===== src/sidf_consts.svh =====
// Offsets, field positions, reset values and counts for the self-ID status and filter block.
`ifndef SIDF_CONSTS_SVH
`define SIDF_CONSTS_SVH
// ----------------------------------------------------------------------
// Register byte addresses
// ----------------------------------------------------------------------
`define SIDF_ADDR_TALLY 12'h0068
`define SIDF_ADDR_FSET 12'h0070
`define SIDF_ADDR_FCLR 12'h0074
`define SIDF_ADDR_IRQ_STAT 12'h0090
`define SIDF_ADDR_IRQ_CLR 12'h0094
`define SIDF_ADDR_IRQ_EN 12'h0098
`define SIDF_ADDR_BUF_BASE 12'h009C
// ----------------------------------------------------------------------
// Field positions and widths
// ----------------------------------------------------------------------
`define SIDF_FAULT_BIT 31
`define SIDF_EPOCH_LSB 16
`define SIDF_EPOCH_MSB 23
`define SIDF_TALLY_LSB 2
`define SIDF_TALLY_MSB 10
`define SIDF_BASE_LSB 11
`define SIDF_IRQ_W 3
`define SIDF_IRQ_RESET 0
`define SIDF_IRQ_FAULT 1
`define SIDF_IRQ_DONE 2
// ----------------------------------------------------------------------
// Reset values and limits
// ----------------------------------------------------------------------
`define SIDF_ZERO32 32'h0000_0000
`define SIDF_EPOCH_RST 8'h00
`define SIDF_EPOCH_ONE 8'h01
`define SIDF_TALLY_RST 9'h000
`define SIDF_TALLY_ONE 9'h001
`define SIDF_TALLY_MAX 9'h1FF
`define SIDF_IRQ_RST 3'h0
`define SIDF_BASE_RST 21'h00_0000
`endif


===== src/sidf_pkg.sv =====
// Types shared by the self-ID status and filter block.
package sidf_pkg;
   typedef enum logic [2:0] {
      SIDF_IDLE = 3'b001,
      SIDF_RECV = 3'b010,
      SIDF_FAIL = 3'b100
   } sidf_phase_type;
endpackage


===== src/sidf_top.sv =====
// Self-ID status register, upper iso listen filter and APB slave.
//
// Functional notes
// - Reception error sets the identify phase fault.
// - Clean later reception clears the fault.
// - Hardware and host-write faults both set it.
// - Bus reset increments the 8-bit epoch.
// - Epoch wraps from 255 to zero.
// - Tally counts quadlets written, header included.
// - Tally clears when self-ID reception starts.
// - Reserved status bits read as zero.
// - Status at 68h, hardware updated, read only.
// - Filter set at 70h, clear at 74h.
// - Both filter addresses read the same value.
// - Filter bit n enables channel 32 plus n.
// - Self-ID buffer base is 2-Kbyte aligned.
`timescale 1ns/10ps
`include "sidf_consts.svh"
module sidf_top
   import sidf_pkg::*;
(
   input wire logic REF_CLK,
   input wire logic RST_N,
   input wire logic PSEL,
   input wire logic PENABLE,
   input wire logic PWRITE,
   input wire logic [11:0] PADDR,
   input wire logic [31:0] PWDATA,
   output logic [31:0] PRDATA,
   output logic PREADY,
   output logic PSLVERR,
   input wire logic BUS_RESET_PIN,
   input wire logic IDENT_START,
   input wire logic IDENT_DONE,
   input wire logic IDENT_RX_ERR,
   input wire logic QUAD_WRITTEN,
   input wire logic HOST_WR_ERR,
   input wire logic [5:0] ISO_CHAN,
   output logic [31:0] LISTEN_UPPER,
   output logic ISO_CHAN_HIT,
   output logic [20:0] BUF_BASE,
   output logic IRQ
);
   // ----------------------------------------------------------------------
   // Declarations
   // ----------------------------------------------------------------------
   sidf_phase_type phase;
   sidf_phase_type next_phase;
   logic identify_phase_fault;
   logic [7:0] bus_reset_epoch;
   logic [8:0] identify_quadlet_tally;
   logic [31:0] iso_listen_filter_upper;
   logic [`SIDF_IRQ_W-1:0] irq_en;
   logic [`SIDF_IRQ_W-1:0] irq_stat;
   logic bus_reset_lvl;
   logic bus_reset_q;
   logic bus_reset_evt;
   logic fault_evt;
   logic done_evt;
   logic access;
   logic wr_acc;
   logic hit_tally;
   logic hit_fset;
   logic hit_fclr;
   logic hit_stat;
   logic hit_iclr;
   logic hit_ien;
   logic hit_base;
   logic mapped;
   logic [31:0] tally_word;
   logic [31:0] rd_mux;
   logic [31:0] next_filter;
   logic [`SIDF_IRQ_W-1:0] clr_mask;
   logic [20:0] buf_base;

   // Address match; one function serves every register decode.
   function automatic logic addr_is(input logic [11:0] a, input logic [11:0] ref_a);
      addr_is = (a == ref_a);
   endfunction

   // ----------------------------------------------------------------------
   // Bus reset pin crossing and edge detect
   // ----------------------------------------------------------------------
   sidf_sync u_rst_sync (
      .clk(REF_CLK),
      .rst_n(RST_N),
      .din(BUS_RESET_PIN),
      .dout(bus_reset_lvl)
   );

   // Rising edge of the filtered level marks one bus reset.
   assign bus_reset_evt = bus_reset_lvl & ~bus_reset_q;

   always_ff @(posedge REF_CLK) begin
      if (!RST_N) begin
         bus_reset_q <= 1'b0;
      end else begin
         bus_reset_q <= bus_reset_lvl;
      end
   end

   // ----------------------------------------------------------------------
   // Self-ID reception phase tracking
   // ----------------------------------------------------------------------
   // Any fault during reception, from the wire or from the host write path.
   assign fault_evt = (phase == SIDF_RECV || phase == SIDF_FAIL) &&
                      (IDENT_RX_ERR || HOST_WR_ERR);
   assign done_evt = IDENT_DONE && (phase != SIDF_IDLE);

   always_comb begin
      next_phase = phase;
      case (phase)
         SIDF_IDLE: begin
            if (IDENT_START) begin
               next_phase = SIDF_RECV;
            end
         end
         SIDF_RECV: begin
            if (IDENT_START) begin
               next_phase = SIDF_RECV;
            end else if (IDENT_DONE) begin
               next_phase = SIDF_IDLE;
            end else if (fault_evt) begin
               next_phase = SIDF_FAIL;
            end
         end
         SIDF_FAIL: begin
            if (IDENT_START) begin
               next_phase = SIDF_RECV;
            end else if (IDENT_DONE) begin
               next_phase = SIDF_IDLE;
            end
         end
         default: begin
            next_phase = SIDF_IDLE;
         end
      endcase
   end

   always_ff @(posedge REF_CLK) begin
      if (!RST_N) begin
         phase <= SIDF_IDLE;
      end else begin
         phase <= next_phase;
      end
   end

   // ----------------------------------------------------------------------
   // Fault flag
   // ----------------------------------------------------------------------
   // The flag shows the outcome of the latest reception: a fault sets it at once,
   // and only a clean completion clears it; a fault in the finishing cycle still counts.
   always_ff @(posedge REF_CLK) begin
      if (!RST_N) begin
         identify_phase_fault <= 1'b0;
      end else if (fault_evt) begin
         identify_phase_fault <= 1'b1;
      end else if (done_evt && phase == SIDF_RECV) begin
         identify_phase_fault <= 1'b0;
      end
   end

   // ----------------------------------------------------------------------
   // Generation epoch and quadlet tally
   // ----------------------------------------------------------------------
   always_ff @(posedge REF_CLK) begin
      if (!RST_N) begin
         bus_reset_epoch <= `SIDF_EPOCH_RST;
      end else if (bus_reset_evt) begin
         // 8-bit add rolls 255 over to 0 by itself.
         bus_reset_epoch <= bus_reset_epoch + `SIDF_EPOCH_ONE;
      end
   end

   // The tally saturates rather than wrap; a wrapped count would lie about
   // how much of the buffer holds data.
   always_ff @(posedge REF_CLK) begin
      if (!RST_N) begin
         identify_quadlet_tally <= `SIDF_TALLY_RST;
      end else if (IDENT_START) begin
         identify_quadlet_tally <= `SIDF_TALLY_RST;
      end else if (QUAD_WRITTEN && phase != SIDF_IDLE &&
                   identify_quadlet_tally != `SIDF_TALLY_MAX) begin
         identify_quadlet_tally <= identify_quadlet_tally + `SIDF_TALLY_ONE;
      end
   end

   // Reserved positions stay zero by construction.
   always_comb begin
      tally_word = `SIDF_ZERO32;
      tally_word[`SIDF_FAULT_BIT] = identify_phase_fault;
      tally_word[`SIDF_EPOCH_MSB:`SIDF_EPOCH_LSB] = bus_reset_epoch;
      tally_word[`SIDF_TALLY_MSB:`SIDF_TALLY_LSB] = identify_quadlet_tally;
   end

   // ----------------------------------------------------------------------
   // APB decode
   // ----------------------------------------------------------------------
   assign access = PSEL && PENABLE && !PREADY;
   assign wr_acc = access && PWRITE;
   assign hit_tally = addr_is(PADDR, `SIDF_ADDR_TALLY);
   assign hit_fset = addr_is(PADDR, `SIDF_ADDR_FSET);
   assign hit_fclr = addr_is(PADDR, `SIDF_ADDR_FCLR);
   assign hit_stat = addr_is(PADDR, `SIDF_ADDR_IRQ_STAT);
   assign hit_iclr = addr_is(PADDR, `SIDF_ADDR_IRQ_CLR);
   assign hit_ien = addr_is(PADDR, `SIDF_ADDR_IRQ_EN);
   assign hit_base = addr_is(PADDR, `SIDF_ADDR_BUF_BASE);
   assign mapped = hit_tally | hit_fset | hit_fclr | hit_stat | hit_iclr |
                   hit_ien | hit_base;

   // Set and clear addresses both read the live filter.
   assign rd_mux = hit_tally ? tally_word :
                   (hit_fset | hit_fclr) ? iso_listen_filter_upper :
                   hit_stat ? {29'h000_0000, irq_stat} :
                   hit_ien ? {29'h000_0000, irq_en} :
                   hit_base ? {buf_base, 11'h000} : `SIDF_ZERO32;

   // Ones set or clear, zeros keep; the status word ignores writes.
   assign next_filter = (wr_acc && hit_fset) ? (iso_listen_filter_upper | PWDATA) :
                        (wr_acc && hit_fclr) ? (iso_listen_filter_upper & ~PWDATA) :
                        iso_listen_filter_upper;
   assign clr_mask = (wr_acc && hit_iclr) ? PWDATA[`SIDF_IRQ_W-1:0] : `SIDF_IRQ_RST;

   // ----------------------------------------------------------------------
   // APB answer: one wait state, then PREADY for one cycle
   // ----------------------------------------------------------------------
   always_ff @(posedge REF_CLK) begin
      if (!RST_N) begin
         PREADY <= 1'b0;
         PSLVERR <= 1'b0;
         PRDATA <= `SIDF_ZERO32;
      end else begin
         PREADY <= access;
         // Unmapped addresses and writes to the read-only status error out.
         PSLVERR <= access && (!mapped || (PWRITE && (hit_tally || hit_stat)));
         PRDATA <= (access && !PWRITE) ? rd_mux : `SIDF_ZERO32;
      end
   end

   // ----------------------------------------------------------------------
   // Software registers
   // ----------------------------------------------------------------------
   always_ff @(posedge REF_CLK) begin
      if (!RST_N) begin
         iso_listen_filter_upper <= `SIDF_ZERO32;
         irq_en <= `SIDF_IRQ_RST;
         buf_base <= `SIDF_BASE_RST;
      end else begin
         iso_listen_filter_upper <= next_filter;
         if (wr_acc && hit_ien) begin
            irq_en <= PWDATA[`SIDF_IRQ_W-1:0];
         end
         if (wr_acc && hit_base) begin
            // Low 11 bits are not stored, forcing 2-Kbyte alignment.
            buf_base <= PWDATA[31:`SIDF_BASE_LSB];
         end
      end
   end

   // ----------------------------------------------------------------------
   // Outputs toward the receive path
   // ----------------------------------------------------------------------
   always_ff @(posedge REF_CLK) begin
      if (!RST_N) begin
         LISTEN_UPPER <= `SIDF_ZERO32;
         ISO_CHAN_HIT <= 1'b0;
         BUF_BASE <= `SIDF_BASE_RST;
      end else begin
         LISTEN_UPPER <= next_filter;
         // Upper half only: channel 32 plus n selects bit n.
         ISO_CHAN_HIT <= ISO_CHAN[5] && next_filter[ISO_CHAN[4:0]];
         BUF_BASE <= buf_base;
      end
   end

   // ----------------------------------------------------------------------
   // Interrupts
   // ----------------------------------------------------------------------
   sidf_irq u_irq (
      .clk(REF_CLK),
      .rst_n(RST_N),
      .event_pulse({done_evt, fault_evt, bus_reset_evt}),
      .clr_mask(clr_mask),
      .enable(irq_en),
      .status(irq_stat),
      .irq(IRQ)
   );

   // ----------------------------------------------------------------------
   // Assertions
   // ----------------------------------------------------------------------
   a_fault_sets: assert property (@(posedge REF_CLK) disable iff (!RST_N)
      fault_evt |=> identify_phase_fault)
      else $error("fault flag not set after error");
   a_fault_clears: assert property (@(posedge REF_CLK) disable iff (!RST_N)
      (done_evt && phase == SIDF_RECV && !fault_evt) |=> !identify_phase_fault)
      else $error("fault flag not cleared after clean reception");
   a_host_fault: assert property (@(posedge REF_CLK) disable iff (!RST_N)
      (phase == SIDF_RECV && HOST_WR_ERR) |=> identify_phase_fault)
      else $error("host write error ignored");
   a_epoch_step: assert property (@(posedge REF_CLK) disable iff (!RST_N)
      bus_reset_evt |=> bus_reset_epoch == $past(bus_reset_epoch) + 8'h01)
      else $error("epoch did not step");
   a_epoch_wrap: assert property (@(posedge REF_CLK) disable iff (!RST_N)
      (bus_reset_evt && bus_reset_epoch == 8'hFF) |=> bus_reset_epoch == 8'h00)
      else $error("epoch did not wrap");
   a_tally_zero: assert property (@(posedge REF_CLK) disable iff (!RST_N)
      IDENT_START |=> identify_quadlet_tally == 9'h000)
      else $error("tally not cleared at start");
   a_filter_rw: assert property (@(posedge REF_CLK) disable iff (!RST_N)
      (wr_acc && hit_fset) |=> (iso_listen_filter_upper & $past(PWDATA)) == $past(PWDATA))
      else $error("set write lost");
   a_read_same: assert property (@(posedge REF_CLK) disable iff (!RST_N)
      (access && !PWRITE && hit_fclr) |=> PRDATA == $past(iso_listen_filter_upper))
      else $error("clear address read mismatch");
   a_rsvd_zero: assert property (@(posedge REF_CLK) disable iff (!RST_N)
      (access && !PWRITE && hit_tally) |=> (PRDATA & 32'h7F00_F803) == 32'h0000_0000)
      else $error("reserved bits not zero");
   // Counting, refusal, filter and alignment checks; each looks one edge past its trigger.
   a_tally_count: assert property (@(posedge REF_CLK) disable iff (!RST_N)
      (QUAD_WRITTEN && phase != SIDF_IDLE && !IDENT_START &&
       identify_quadlet_tally != `SIDF_TALLY_MAX) |=>
      identify_quadlet_tally == $past(identify_quadlet_tally) + `SIDF_TALLY_ONE)
      else $error("tally did not count a quadlet");
   a_tally_sat: assert property (@(posedge REF_CLK) disable iff (!RST_N)
      (!IDENT_START && identify_quadlet_tally == `SIDF_TALLY_MAX) |=>
      identify_quadlet_tally == `SIDF_TALLY_MAX)
      else $error("tally left its ceiling");
   a_status_ro: assert property (@(posedge REF_CLK) disable iff (!RST_N)
      (wr_acc && hit_tally) |=> (PREADY && PSLVERR))
      else $error("status write not refused");
   a_clear_bits: assert property (@(posedge REF_CLK) disable iff (!RST_N)
      (wr_acc && hit_fclr) |=> (iso_listen_filter_upper & $past(PWDATA)) == `SIDF_ZERO32)
      else $error("clear write left bits set");
   a_low_miss: assert property (@(posedge REF_CLK) disable iff (!RST_N)
      !ISO_CHAN[5] |=> !ISO_CHAN_HIT)
      else $error("lower channel reported a hit");
   a_base_align: assert property (@(posedge REF_CLK) disable iff (!RST_N)
      (access && !PWRITE && hit_base) |=> PRDATA[`SIDF_BASE_LSB-1:0] == 11'h000)
      else $error("buffer base read not aligned");
   c_bus_reset: cover property (@(posedge REF_CLK) disable iff (!RST_N) bus_reset_evt);
   c_epoch_wrap: cover property (@(posedge REF_CLK) disable iff (!RST_N)
      bus_reset_evt && bus_reset_epoch == 8'hFF);
   c_clean_rx: cover property (@(posedge REF_CLK) disable iff (!RST_N)
      IDENT_START ##[1:50] (done_evt && !identify_phase_fault));
   c_fault_rx: cover property (@(posedge REF_CLK) disable iff (!RST_N) fault_evt ##1 IRQ);
endmodule


===== src/sidf_sync.sv =====
// Three-stage synchroniser with agreement filter for one pin input.
`timescale 1ns/10ps
module sidf_sync (
   input wire logic clk,
   input wire logic rst_n,
   input wire logic din,
   output logic dout
);
   logic s1;
   logic s2;
   logic s3;
   // ----------------------------------------------------------------------
   // Shift chain; s1 feeds only s2 to keep metastability contained.
   // ----------------------------------------------------------------------
   always_ff @(posedge clk) begin
      if (!rst_n) begin
         s1 <= 1'b0;
         s2 <= 1'b0;
         s3 <= 1'b0;
         dout <= 1'b0;
      end else begin
         s1 <= din;
         s2 <= s1;
         s3 <= s2;
         // A change counts once the second and third stages agree.
         if (s2 == s3) begin
            dout <= s3;
         end
      end
   end
endmodule


===== src/sidf_irq.sv =====
// Sticky interrupt status, write-one clear and enable for the block's events.
`timescale 1ns/10ps
`include "sidf_consts.svh"
module sidf_irq (
   input wire logic clk,
   input wire logic rst_n,
   input wire logic [`SIDF_IRQ_W-1:0] event_pulse,
   input wire logic [`SIDF_IRQ_W-1:0] clr_mask,
   input wire logic [`SIDF_IRQ_W-1:0] enable,
   output logic [`SIDF_IRQ_W-1:0] status,
   output logic irq
);
   logic [`SIDF_IRQ_W-1:0] next_status;
   // Set wins over clear so no event is lost in the clearing cycle.
   assign next_status = (status & ~clr_mask) | event_pulse;
   // ----------------------------------------------------------------------
   // Status and level output, both registered.
   // ----------------------------------------------------------------------
   always_ff @(posedge clk) begin
      if (!rst_n) begin
         status <= `SIDF_IRQ_RST;
         irq <= 1'b0;
      end else begin
         status <= next_status;
         irq <= |(next_status & enable);
      end
   end
endmodule


===== config.mk =====
export PLATFORM = sky130hd
export DESIGN_NAME = sidf_top
export DESIGN_NICKNAME = d
export VERILOG_FILES = /design/src/sidf_pkg.sv /design/src/sidf_top.sv /design/src/sidf_sync.sv /design/src/sidf_irq.sv
export VERILOG_INCLUDE_DIRS = /design/src
export SDC_FILE = /design/constraint.sdc
export NUM_CORES = 1
export LEC_CHECK = 0
export BUFFER_PORTS_ARGS = -buffer_cell sky130_fd_sc_hd__buf_2
export CORE_UTILIZATION = 59
export CTS_BUF_LIST = sky130_fd_sc_hd__clkbuf_2 sky130_fd_sc_hd__clkbuf_4 sky130_fd_sc_hd__clkbuf_8
export DETAILED_ROUTE_END_ITERATION = 10
export GPL_TIMING_DRIVEN = 0
export PLACE_DENSITY = 0.87
export SLEW_MARGIN = 20
export SYNTH_ARGS = -nofsm -noshare
export SYNTH_HDL_FRONTEND = slang
export SYNTH_HIERARCHICAL = 1
export SYNTH_SLANG_ARGS = --single-unit

===== constraint.sdc =====
create_clock -name REF_CLK -period 4.9 [get_ports REF_CLK]
set_clock_uncertainty 0.1 [all_clocks]
set_input_delay 0.98 -clock REF_CLK [delete_from_list [all_inputs] [get_ports REF_CLK]]
set_output_delay 0.98 -clock REF_CLK [all_outputs]
set_load 0.005 [all_outputs]

# Word level (Yosys, flattened, before mapping)
# Cells that the tools add are included.
[totals]
ram_bits = 0
latchBits = 0
rom_bits = 0
out_inout_bits = 89
input_bits = 61
memories = 0
regBits = 142
wordCells = 106
[op_classes]
multipliers = 0
muxes = 19
order_cmp = 1
reduce_logical = 30
add_sub_neg = 2
n_shift = 0
n_bitwise = 18
eq_ne = 16
div_mod_pow = 0
[ops]
columns = ["op", "n"]
rows = [
  ["$mux W32", 7],
  ["$eq A12 B8 Y1 const B", 4],
  ["$eq A12 B7 Y1 const B", 3],
  ["$and A32 B32 Y32", 1],
  ["$not A32 Y32", 1],
  ["$or A32 B32 Y32", 1],
  ["$mux W3", 7],
  ["$logic_and A1 B1 Y1", 17],
  ["$add A9 B1 Y9 const B", 1],
  ["$ne A9 B9 Y1 const B", 1],
  ["$pmux W3 S3", 1],
  ["$add A8 B1 Y8 const B", 1],
  ["$or A1 B1 Y1", 7],
  ["$and A3 B3 Y3", 2],
  ["$lt A5 B6 Y1 const B", 1],
  ["$reduce_or A3 Y1", 2],
  ["$bmux W1 S5", 1],
  ["$logic_or A1 B1 Y1", 4],
  ["$ne A4 B4 Y1 const B", 1],
  ["$eq A3 B1 Y1 const B", 1],
  ["$eq A3 B2 Y1 const B", 1],
  ["$eq A3 B3 Y1 const B", 1],
  ["$logic_not A1 Y1", 3],
  ["$mux W1", 3],
  ["12 further kinds", 14],
]

# Logic depth before layout (Yosys ltp)
# Gate-level depths: netlist of run 1.
[logic_depth]
ltp_word = 10
mapped_depth = 10
depth_no_buf = 9

# Hierarchy
# Netlist of run 1, hierarchy kept.
[by_module_without_submodules]
columns = ["module", "instances", "area_each_um2", "seq_area_each_um2", "cells_each"]
rows = [
  ["sidf_top", 1, 5825.6, 2682.6, 623],
  ["sidf_irq", 1, 141.4, 80.1, 12],
  ["sidf_sync", 1, 116.4, 80.1, 10],
]

# Least setup slack after synthesis of run 1
# Ideal clock, no wire load.
[synth_timing]
path_kind = "input -> register"
from = "input PADDR[1]"
to = "register u_irq.irq"
required_time_ps = 4678
arrival_ps = 2750
n_path_buf = 0
path_slack_ps = 1929
cell_stages = 7
setup_ps = 122
path_cell_list = "nor4_4 -> nand4_1 -> nor4_1 -> and2_1 -> nor2b_1 -> o21a_1 -> a221o_1"
[synth_between]
elab_chain_len = 8
[synth_lines]
columns = ["element", "line_no", "text"]
rows = [
  ["start, declared", "sidf_top.sv:27", "input wire logic [11:0] PADDR,"],
  ["$eq A12 B8 Y1", "sidf_top.sv:78", "addr_is = (a == ref_a);"],
  ["$logic_and A1 B1 Y1", "sidf_top.sv:222", "assign clr_mask = (wr_acc && hit_iclr) ? PWDATA[`SIDF_IRQ_W-1:0] : `SIDF_IRQ_RST;"],
  ["$mux W3 (no line)", "n/a", ""],
  ["via clr_mask[0]", "sidf_top.sv:73", "logic [`SIDF_IRQ_W-1:0] clr_mask;"],
  ["$not A3 Y3", "sidf_irq.sv:15", "assign next_status = (status & ~clr_mask) | event_pulse;"],
  ["$and A3 B3 Y3", "sidf_irq.sv:15", ""],
  ["$or A3 B3 Y3", "sidf_irq.sv:15", ""],
  ["$and A3 B3 Y3", "sidf_irq.sv:25", "irq <= |(next_status & enable);"],
  ["$reduce_or A3 Y1", "sidf_irq.sv:25", ""],
  ["end signal, assigned", "sidf_irq.sv:25", ""],
  ["end, declared", "sidf_irq.sv:11", "output logic irq"],
]
# The timed path passes the listed nets, and every way through them passes these cells.
# A chain may end at the register's enable or synchronous reset.

# Final worst setup path of run 1
[layout_timing]
from = "input PADDR[1]"
to = "register ISO_CHAN_HIT"
[layout_between]
elab_chain_len = 7
word_cells_on_any_way = 9
classes_between = "eq/ne: 2; mux: 4; reduce/logical: 3"
[layout_lines]
columns = ["element", "line_no", "text"]
rows = [
  ["$eq A12 B7 Y1", "sidf_top.sv:78", ""],
  ["$logic_and A1 B1 Y1", "sidf_top.sv:220", "(wr_acc && hit_fclr) ? (iso_listen_filter_upper & ~PWDATA) :"],
  ["$mux W32", "sidf_top.sv:220", ""],
  ["$mux W32 *", "sidf_top.sv:219", "assign next_filter = (wr_acc && hit_fset) ? (iso_listen_filter_upper | PWDATA) :"],
  ["$bmux W1 S5 *", "sidf_top.sv:271", "ISO_CHAN_HIT <= ISO_CHAN[5] && next_filter[ISO_CHAN[4:0]];"],
  ["$mux W1 (not written as such) *", "sidf_top.sv:271", ""],
  ["$logic_and A1 B1 Y1 *", "sidf_top.sv:271", ""],
  ["end signal, assigned", "sidf_top.sv:271", ""],
  ["end, declared", "sidf_top.sv:40", "output logic ISO_CHAN_HIT,"],
]
# Mark *: on every way between the ends. The rest lies on a longest branch, timed or not. The select of a mux whose other input is x is not followed.

==> results of run 1 <==
-- registers in the layout, indices dropped and copies added (netlist names), 3 cells and up --
register / count
identify_quadlet_tally: 9
BUF_BASE: 21
irq_en: 3
u_irq/status: 3
LISTEN_UPPER: 32
buf_base: 21
PRDATA: 32
bus_reset_epoch: 8
phase: 3
-- worst register-to-register path: cells and delay by family (launching register included) --
family,cells,cell delay [ns]
simple gates,4,0.87
buf+inv,1,0.37
flops,1,0.34
compound gates,3,1.11
-- how the worst max path moves through the flow --
stage,slack [ns],depth (start not counted),to
floorplan,1.93,7,u_irq/irq
global placement,1.23,9,ISO_CHAN_HIT
detailed placement,1.17,9,ISO_CHAN_HIT
CTS,1.56,9,ISO_CHAN_HIT
global route,1.44,9,ISO_CHAN_HIT
finish,1.41,9,ISO_CHAN_HIT
-- logic make-up after synthesis --
group	count (synthesis)
XOR/XNOR	13
adder cells (fa/ha/maj)	3
AO/OA/AOI/OAI	115
flip-flops	142
buffers and inverters	55
AND/OR/NAND/NOR	285
multiplexers	32
-- cell type report --
| type | instances | area (um^2) |
|---|---|---|
| Fill cell | 701 | 2490 |
| Tap cell | 133 | 166 |
| Inverter | 6 | 22.5 |
| Clock inverter | 11 | 108 |
| Clock buffer | 21 | 283 |
| Sequential cell | 142 | 2840 |
| Buffer | 49 | 220 |
| Multi-Input combinational cell | 448 | 3000 |
| Timing Repair Buffer | 147 | 736 |
-- cell usage in the layout, fill, tap and decap left out, types with 8 or more instances in the layout --
cell,instances
and2_1,56
mux2i_1,8
a21boi_0,24
nor3_1,14
nand3_1,30
mux2_2,20
nand4_1,22
nor2_1,54
a222oi_1,10
clkbuf_1,36
nor2b_1,15
nand2_1,45
clkbuf_8,20
nor4bb_1,14
buf_2,152
o21a_1,10
dfxtp_1,142
a22oi_1,22
-- synthesized netlist by cell type (all sizes together), types with 6 or more instances --
cell type	instances
a21boi	30
a222oi	10
a22oi	22
and2	57
and3	7
buf	13
clkbuf	36
dfxtp	142
inv	6
mux2	24
mux2i	8
nand2	46
nand2b	6
nand3	30
nand4	22
nor2	54
nor2b	15
nor3	15
nor4bb	14
o21a	10
o21ai	6
o22ai	6
xnor2	7
xor2	6
-- power breakdown --
group / leakage [nW] / internal, mW / switching, mW
Combinational: 1.79 / 0.0649 / 0.105
Sequential: 1.14 / 1.16 / 0.00505
Clock: 0.185 / 0.451 / 0.464
Total: 3.12 / 1.68 / 0.574
-- metrics by stage --
stage | power [mW] | hold slack, ns | instances
after floorplan | 1.28 | 0.312 | 645
after global placement | 1.35 | 0.321 | 925
after detailed placement | 1.35 | 0.320 | 925
after CTS | 2.24 | 0.341 | 957
after global routing | 2.31 | 0.351 | 957
final | 2.25 | 0.339 | 957
-- routing by layer --
metal  vias to the layer above  track usage  wire, um  part of all wire
li1                       2647            -         -                 -
met1                      2848        0.406      7140              0.39
met2                       379        0.571      8730              0.47
met3                        82        0.104      1870              0.10
met4                         0        0.206       735             0.040
met5                         -            0         0                 0
==> reports/metrics.csv, run 1 <==
stage,metric,value,unit
status,status,"finished, final reports clean",
setup_path,WP data required,5.12,ns
final_layout,Layout Nets,875,
setup_path,CP cell instances,buf_2 -> nor4_4 -> and4_4 -> buf_6 -> nand2_1 -> mux2i_1 -> a2111oi_0 -> a311oi_1 -> o31ai_1,
synth,Post-Synthesis Cell Area,0.00608,mm^2
setup_path,FF-to-FF End,ISO_CHAN_HIT,
synth,Avg Inst Size Synth,9.43,um^2
setup_path,"slowest stage cell, crit path",nor4_4,
timing,slack of the critical path,1.41,ns
clock_network,root buffer cell,clkbuf_8,
hold_path,HP Class,register to register,
floorplanning,die width,104,um
global_route,vias in the first global route,5872,
global_route,largest net degree at the start of global routing,17,
synth,cells after synthesis,645,
clock_network,# H-tree levels,4,
setup_path,critical path startpoint,PADDR[1],
timing,final slew viol count,0,
global_route,All-Layer GR Usage,0.350,
clock_network,"Reg clk slew, reported paths",0.08,ns
synth,leading area contributor after synthesis,dfxtp_1,
synth,main combinational cell family by area after synthesis,simple AND/OR/NAND/NOR gates,
setup_path,Max stage delay on crit path,0.60,ns
final_layout,Diodes inserted,0,
placed_design,Placement Setup Slack,1.17,ns
timing,endpoints failing hold,0,
synth,adder-cell share of the synthesized area,0.00617,
clock_network,CTS Sinks,142,
global_route,grt total ovfl,0,
timing,Slew HR,0.472,
synth,Synth area leaders,"dfxtp_1 (47%), and2_1 (5.8%), mux2_2 (3.7%)",
power_and_ir_drop,worst vdd ir,0.161,mV
timing,pin slew with the least headroom to its limit,0.791,ns
routing,via count,5956,
synth,prevailing post-synth register cell,dfxtp_1,
timing,final setup fails,0,
routing,Final ANT Viol Nets,0,
timing,RSZ-0062 raised after global routing,false,
synth,post-synthesis mux area share,0.0582,
final_layout,proportion of layout cells with a drive suffix above 1,0.277,
floorplanning,Starting Density,0.617,
setup_path,critical path type,input port to register,
setup_path,Top delay family on crit path,compound AO/OA/AOI/OAI gates,
timing,maximum clock frequency,286,MHz
final_layout,final instance area,0.00738,mm^2
final_layout,area grow syn2layout,21.2,%
routing,Pre-antenna DRT Iters,9,
setup_path,reg2reg start,PREADY,
synth,"Async S/R FF share, synth",0,
placed_design,Detail Placement HPWL,13.2,mm
hold_path,Worst Hold Path EP,u_rst_sync/s2,
clock_network,post-CTS sizing,0,
synth,Cell variety after synth,68,
setup_path,Setup crit start kind,input port,
floorplanning,die height,104,um
routing,WL/cell,19.3,um
setup_path,Buf/Inv on CP,2,
routing,post-DR vias/cell,6.22,
placed_design,Routability Congestion,0.993,
setup_path,WP data arrival,3.71,ns
timing,Final Cycle Share,0.713,
clock_network,# hold bufs at CTS,0,
floorplanning,top-level I/O count,150,
final_layout,post-layout util,0.748,
clock_network,TritonCTS Buffers,17,
global_route,antenna violations before repair,0,
clock_network,CTS Buffer Depth,2,
setup_path,R2R Setup Slk,1.99,ns
synth,post-synthesis sequential area ratio,0.467,
floorplanning,number of core rows,36,
hold_path,Worst Hold Depth,1,
clock_network,CTS tree,done,
setup_path,CP endpoint kind,register,
synth,post-synthesis compound-gate area fraction,0.148,
setup_path,"Max FO, Critical Path",10,
synth,top cell type's share of synthesized area,0.467,
clock_network,Skew-Pair Late Insertion Delay,0.46,ns
placed_design,DP Area,0.00699,mm^2
flow_run,Max-cap violations,0,
synth,number of synthesized flops with an enable pin,0,
synth,Syn Nets,709,
timing,setup_tns,0,ns
floorplanning,core area,0.00986,mm^2
routing,Routed WL,18.5,mm
floorplanning,die area,0.0107,mm^2
synth,yosys warns,6,
setup_path,reg2reg path depth,8,
synth,Synth Area in Simple Gates,0.262,
routing,Initial DRC Count,680,
placed_design,port bufs,147,
power_and_ir_drop,static leakage,3.12,nW
routing,drc violations,0,
clock_network,Post-CTS Setup Bufs,0,
synth,Seq cells post-synth,142,
timing,Final min period,3.49,ns
hold_path,hold path startpoint,u_rst_sync/s1,
power_and_ir_drop,pwr dens,305,mW/mm^2
global_route,first-pass GRT wire length,29.4,mm
synth,Synth Area in XOR/XNOR,0.0187,
Power figures use the tool's default switching activity.
==> run 2, diff against run 1 <==
--- a/config.mk
+++ b/config.mk
@@ -6,12 +6,13 @@
 export SDC_FILE = /design/constraint.sdc
 export NUM_CORES = 1
 export LEC_CHECK = 0
+export ABC_AREA = 1
 export BUFFER_PORTS_ARGS = -buffer_cell sky130_fd_sc_hd__buf_2
-export CORE_UTILIZATION = 59
+export CORE_UTILIZATION = 50
 export CTS_BUF_LIST = sky130_fd_sc_hd__clkbuf_2 sky130_fd_sc_hd__clkbuf_4 sky130_fd_sc_hd__clkbuf_8
 export DETAILED_ROUTE_END_ITERATION = 10
 export GPL_TIMING_DRIVEN = 0
-export PLACE_DENSITY = 0.87
+export PLACE_DENSITY = 0.79
 export SLEW_MARGIN = 20
 export SYNTH_ARGS = -nofsm -noshare
 export SYNTH_HDL_FRONTEND = slang
==> constraint.sdc (replaced) <==
create_clock -name REF_CLK -period 3.1 [get_ports REF_CLK]
set_clock_uncertainty 0.1 [all_clocks]
set_input_delay 0.62 -clock REF_CLK [delete_from_list [all_inputs] [get_ports REF_CLK]]
set_output_delay 0.62 -clock REF_CLK [all_outputs]
set_load 0.005 [all_outputs]
==> run 2 against run 1 <==
- the run now ends with DRC left
- critical path depth is 7 higher
- flip-flop and latch count stayed put
- sequential share of layout area is 0.29 points lower
- synthesized cell count is 29% higher
- hold slack worse by 0.12 ns
- clock-buffer cell count is 1 lower
- wire length is 6.0% lower
- combinational power is 95% higher
- largest cell class is now registers
==> reports/metrics.csv, run 2 <==
stage,metric,value,unit,change
synth,Seq cells post-synth,142,,unchanged
clock_network,Post-CTS Setup Bufs,0,,unchanged
clock_network,root buffer cell,clkbuf_8,,unchanged
synth,yosys warns,6,,unchanged
global_route,first-pass GRT wire length,27.3,mm,was 29.4 mm
final_layout,largest registers,"LISTEN_UPPER (32), PRDATA (32)",,unchanged
final_layout,Diodes inserted,0,,unchanged
global_route,vias in the first global route,5479,,was 5872
clock_network,# hold bufs at CTS,0,,unchanged
synth,Syn Nets,896,,was 709
routing,WL/cell,15.0,um,was 19.3 um
timing,smallest hold slack,0.219,ns,was 0.339 ns
synth,Avg Inst Size Synth,7.32,um^2,was 9.43 um^2
global_route,All-Layer GR Usage,0.281,,was 0.350
synth,Post-Synthesis Cell Area,0.00609,mm^2,was 0.00608 mm^2
clock_network,# H-tree levels,4,,unchanged
synth,"Async S/R FF share, synth",0,,unchanged
floorplanning,top-level I/O count,150,,unchanged
routing,Final ANT Viol Nets,0,,unchanged
timing,final setup fails,0,,unchanged
timing,maximum clock frequency,454,MHz,
synth,"top cells by count, synth","nand2_1 (167), dfxtp_1 (142), inv_1 (108)",,"was dfxtp_1 (142), and2_1 (56), nor2_1 (54)"
routing,Routed WL,17.4,mm,was 18.5 mm
power_and_ir_drop,pwr dens,513,mW/mm^2,was 305 mW/mm^2
placed_design,Detail Placement HPWL,12.9,mm,was 13.2 mm
timing,Final Cycle Share,0.710,,
synth,leading area contributor after synthesis,dfxtp_1,,unchanged
floorplanning,Starting Density,0.522,,was 0.617
final_layout,most frequent cells in the layout,"nand2_1 (167), buf_2 (158), dfxtp_1 (142)",,"was buf_2 (152), dfxtp_1 (142), and2_1 (56)"
setup_path,WP data arrival,2.47,ns,was 3.71 ns
synth,cells after synthesis,832,,was 645
synth,top cell type's share of synthesized area,0.467,,about the same
clock_network,TritonCTS Buffers,17,,unchanged
routing,drc violations,8,,was 0
setup_path,CP endpoint kind,register,,unchanged
final_layout,Layout Nets,1062,,was 875
timing,RSZ-0062 raised after global routing,false,,unchanged
floorplanning,die height,112,um,was 104 um
clock_network,Skew-Pair Late Insertion Delay,0.47,ns,was 0.46 ns
power_and_ir_drop,static leakage,3.55,nW,was 3.12 nW
timing,endpoints failing hold,0,,unchanged
synth,Synth area leaders,"dfxtp_1 (47%), nand2_1 (10%), a21oi_1 (7.2%)",,"was dfxtp_1 (47%), and2_1 (5.8%), mux2_2 (3.7%)"
global_route,largest net degree at the start of global routing,17,,unchanged
hold_path,HP Class,input port to register,,was register to register
clock_network,CTS Sinks,142,,unchanged
flow_run,Max-cap violations,0,,unchanged
setup_path,critical path type,register to register,,was input port to register
timing,final slew viol count,0,,unchanged
power_and_ir_drop,total power,3.82,mW,was 2.25 mW
floorplanning,die area,0.0126,mm^2,was 0.0107 mm^2
routing,post-DR vias/cell,5.38,,was 6.22
placed_design,Routability Congestion,0.958,,was 0.993
final_layout,area grow syn2layout,22.1,%,was 21.2%
status,status,finished with violations,,"was finished, final reports clean"
clock_network,CTS Buffer Depth,2,,unchanged
global_route,antenna violations before repair,0,,unchanged
synth,top-count cell post-synth,nand2_1,,was dfxtp_1
synth,Cell variety after synth,36,,was 68
final_layout,final instance area,0.00743,mm^2,was 0.00738 mm^2
synth,number of synthesized flops with an enable pin,0,,unchanged
synth,post-synthesis sequential area ratio,0.467,,about the same
placed_design,port bufs,147,,unchanged
power_and_ir_drop,worst vdd ir,0.281,mV,was 0.161 mV
synth,prevailing post-synth register cell,dfxtp_1,,unchanged
routing,Pre-antenna DRT Iters,11,,was 9
floorplanning,die width,112,um,was 104 um
placed_design,DP Area,0.00700,mm^2,was 0.00699 mm^2
clock_network,"Reg clk slew, reported paths",0.08,ns,about the same
floorplanning,core area,0.0117,mm^2,was 0.00986 mm^2
floorplanning,number of core rows,39,,was 36
timing,Slew HR,0.563,,was 0.472
final_layout,Filler Cell Count,1075,,was 701
routing,via count,6209,,was 5956
setup_path,Setup crit start kind,register,,was input port
setup_path,"Max FO, Critical Path",10,,unchanged
final_layout,multi-input logic area,0.00259,mm^2,was 0.00300 mm^2
timing,setup_tns,0,ns,unchanged
final_layout,"commonest non-fill, non-tap cell in the layout",nand2_1,,was buf_2
timing,Final min period,2.20,ns,
clock_network,post-CTS sizing,0,,unchanged
clock_network,CTS tree,done,,unchanged
timing,pin slew with the least headroom to its limit,0.656,ns,was 0.791 ns
routing,Initial DRC Count,545,,was 680
status,violated checks,DRC,,
setup_path,WP data required,3.37,ns,was 5.12 ns
final_layout,sequential cell area,0.00284,mm^2,unchanged
global_route,grt total ovfl,0,,unchanged
final_layout,proportion of layout cells with a drive suffix above 1,0.222,,was 0.277
run 2: report_power, final:
group / switching (mW) / internal (mW)
sequential: 0.0218 / 1.86
combinational: 0.217 / 0.115
clock: 0.697 / 0.906
total: 0.935 / 2.88
run 2: worst max-delay path, cell delays in order, from the launching register on:
cell     delay [ns]
dfxtp_1        0.32
inv_1          0.06
nand3_2        0.09
nor2_2         0.16
buf_4          0.21
buf_2          0.28
nand4_1        0.13
nand2_1        0.10
nand3_1        0.11
nand2_1        0.09
nand2_1        0.04
nand3_1        0.08
nand3_1        0.06
nand2_1        0.09
nand2_1        0.06
nand2_1        0.07
nor2_2         0.03
run 2: layout make-up:
class / count / share of cell area
Buffer: 43 / 0.0316
Multi-Input combinational cell: 536 / 0.349
Timing Repair Buffer: 147 / 0.0990
Clock inverter: 12 / 0.0226
Tap cell: 143 / 0.0241
Sequential cell: 142 / 0.382
Inverter: 111 / 0.0561
Clock buffer: 20 / 0.0354
run 2: cell families (layout without fill, tap and decap cells):
group / count (synthesis) / after routing / share of synthesized area
buffers and inverters: 154 / 333 / 0.107
DFF: 142 / 142 / 0.467
AOI/OAI and AO/OA: 167 / 167 / 0.148
adders and majority gates: 3 / 3 / 0.00617
and+or+nand+nor: 366 / 366 / 0.272
run 2: final timing paths:
check	from	end	slack, ns	cells past startpoint
max	PREADY	ISO_CHAN_HIT	0.90	16
min	BUS_RESET_PIN	u_rst_sync/s1	0.22	3
max reg2reg	PREADY	ISO_CHAN_HIT	0.90	16
min reg2reg	u_rst_sync/s1	u_rst_sync/s2	0.32	2
run 2: through the flow:
step            util  worst slack [ns]  cells
3_3_place_gp   0.600             0.477   1122
3_5_place_dp   0.600             0.507   1122
2_1_floorplan      -              1.05    832
6_report       0.637             0.900   1154
5_1_grt        0.637             0.726   1154
4_1_cts        0.637             0.936   1154
run 2: layer usage:
layer  vias to the layer above  global-route usage  part of all wire
met3                        50              0.0626             0.090
li1                       3062                   -                 -
met4                         0               0.120             0.028
met1                      2775               0.358              0.41
met2                       322               0.459              0.47
met5                         -                   0                 0
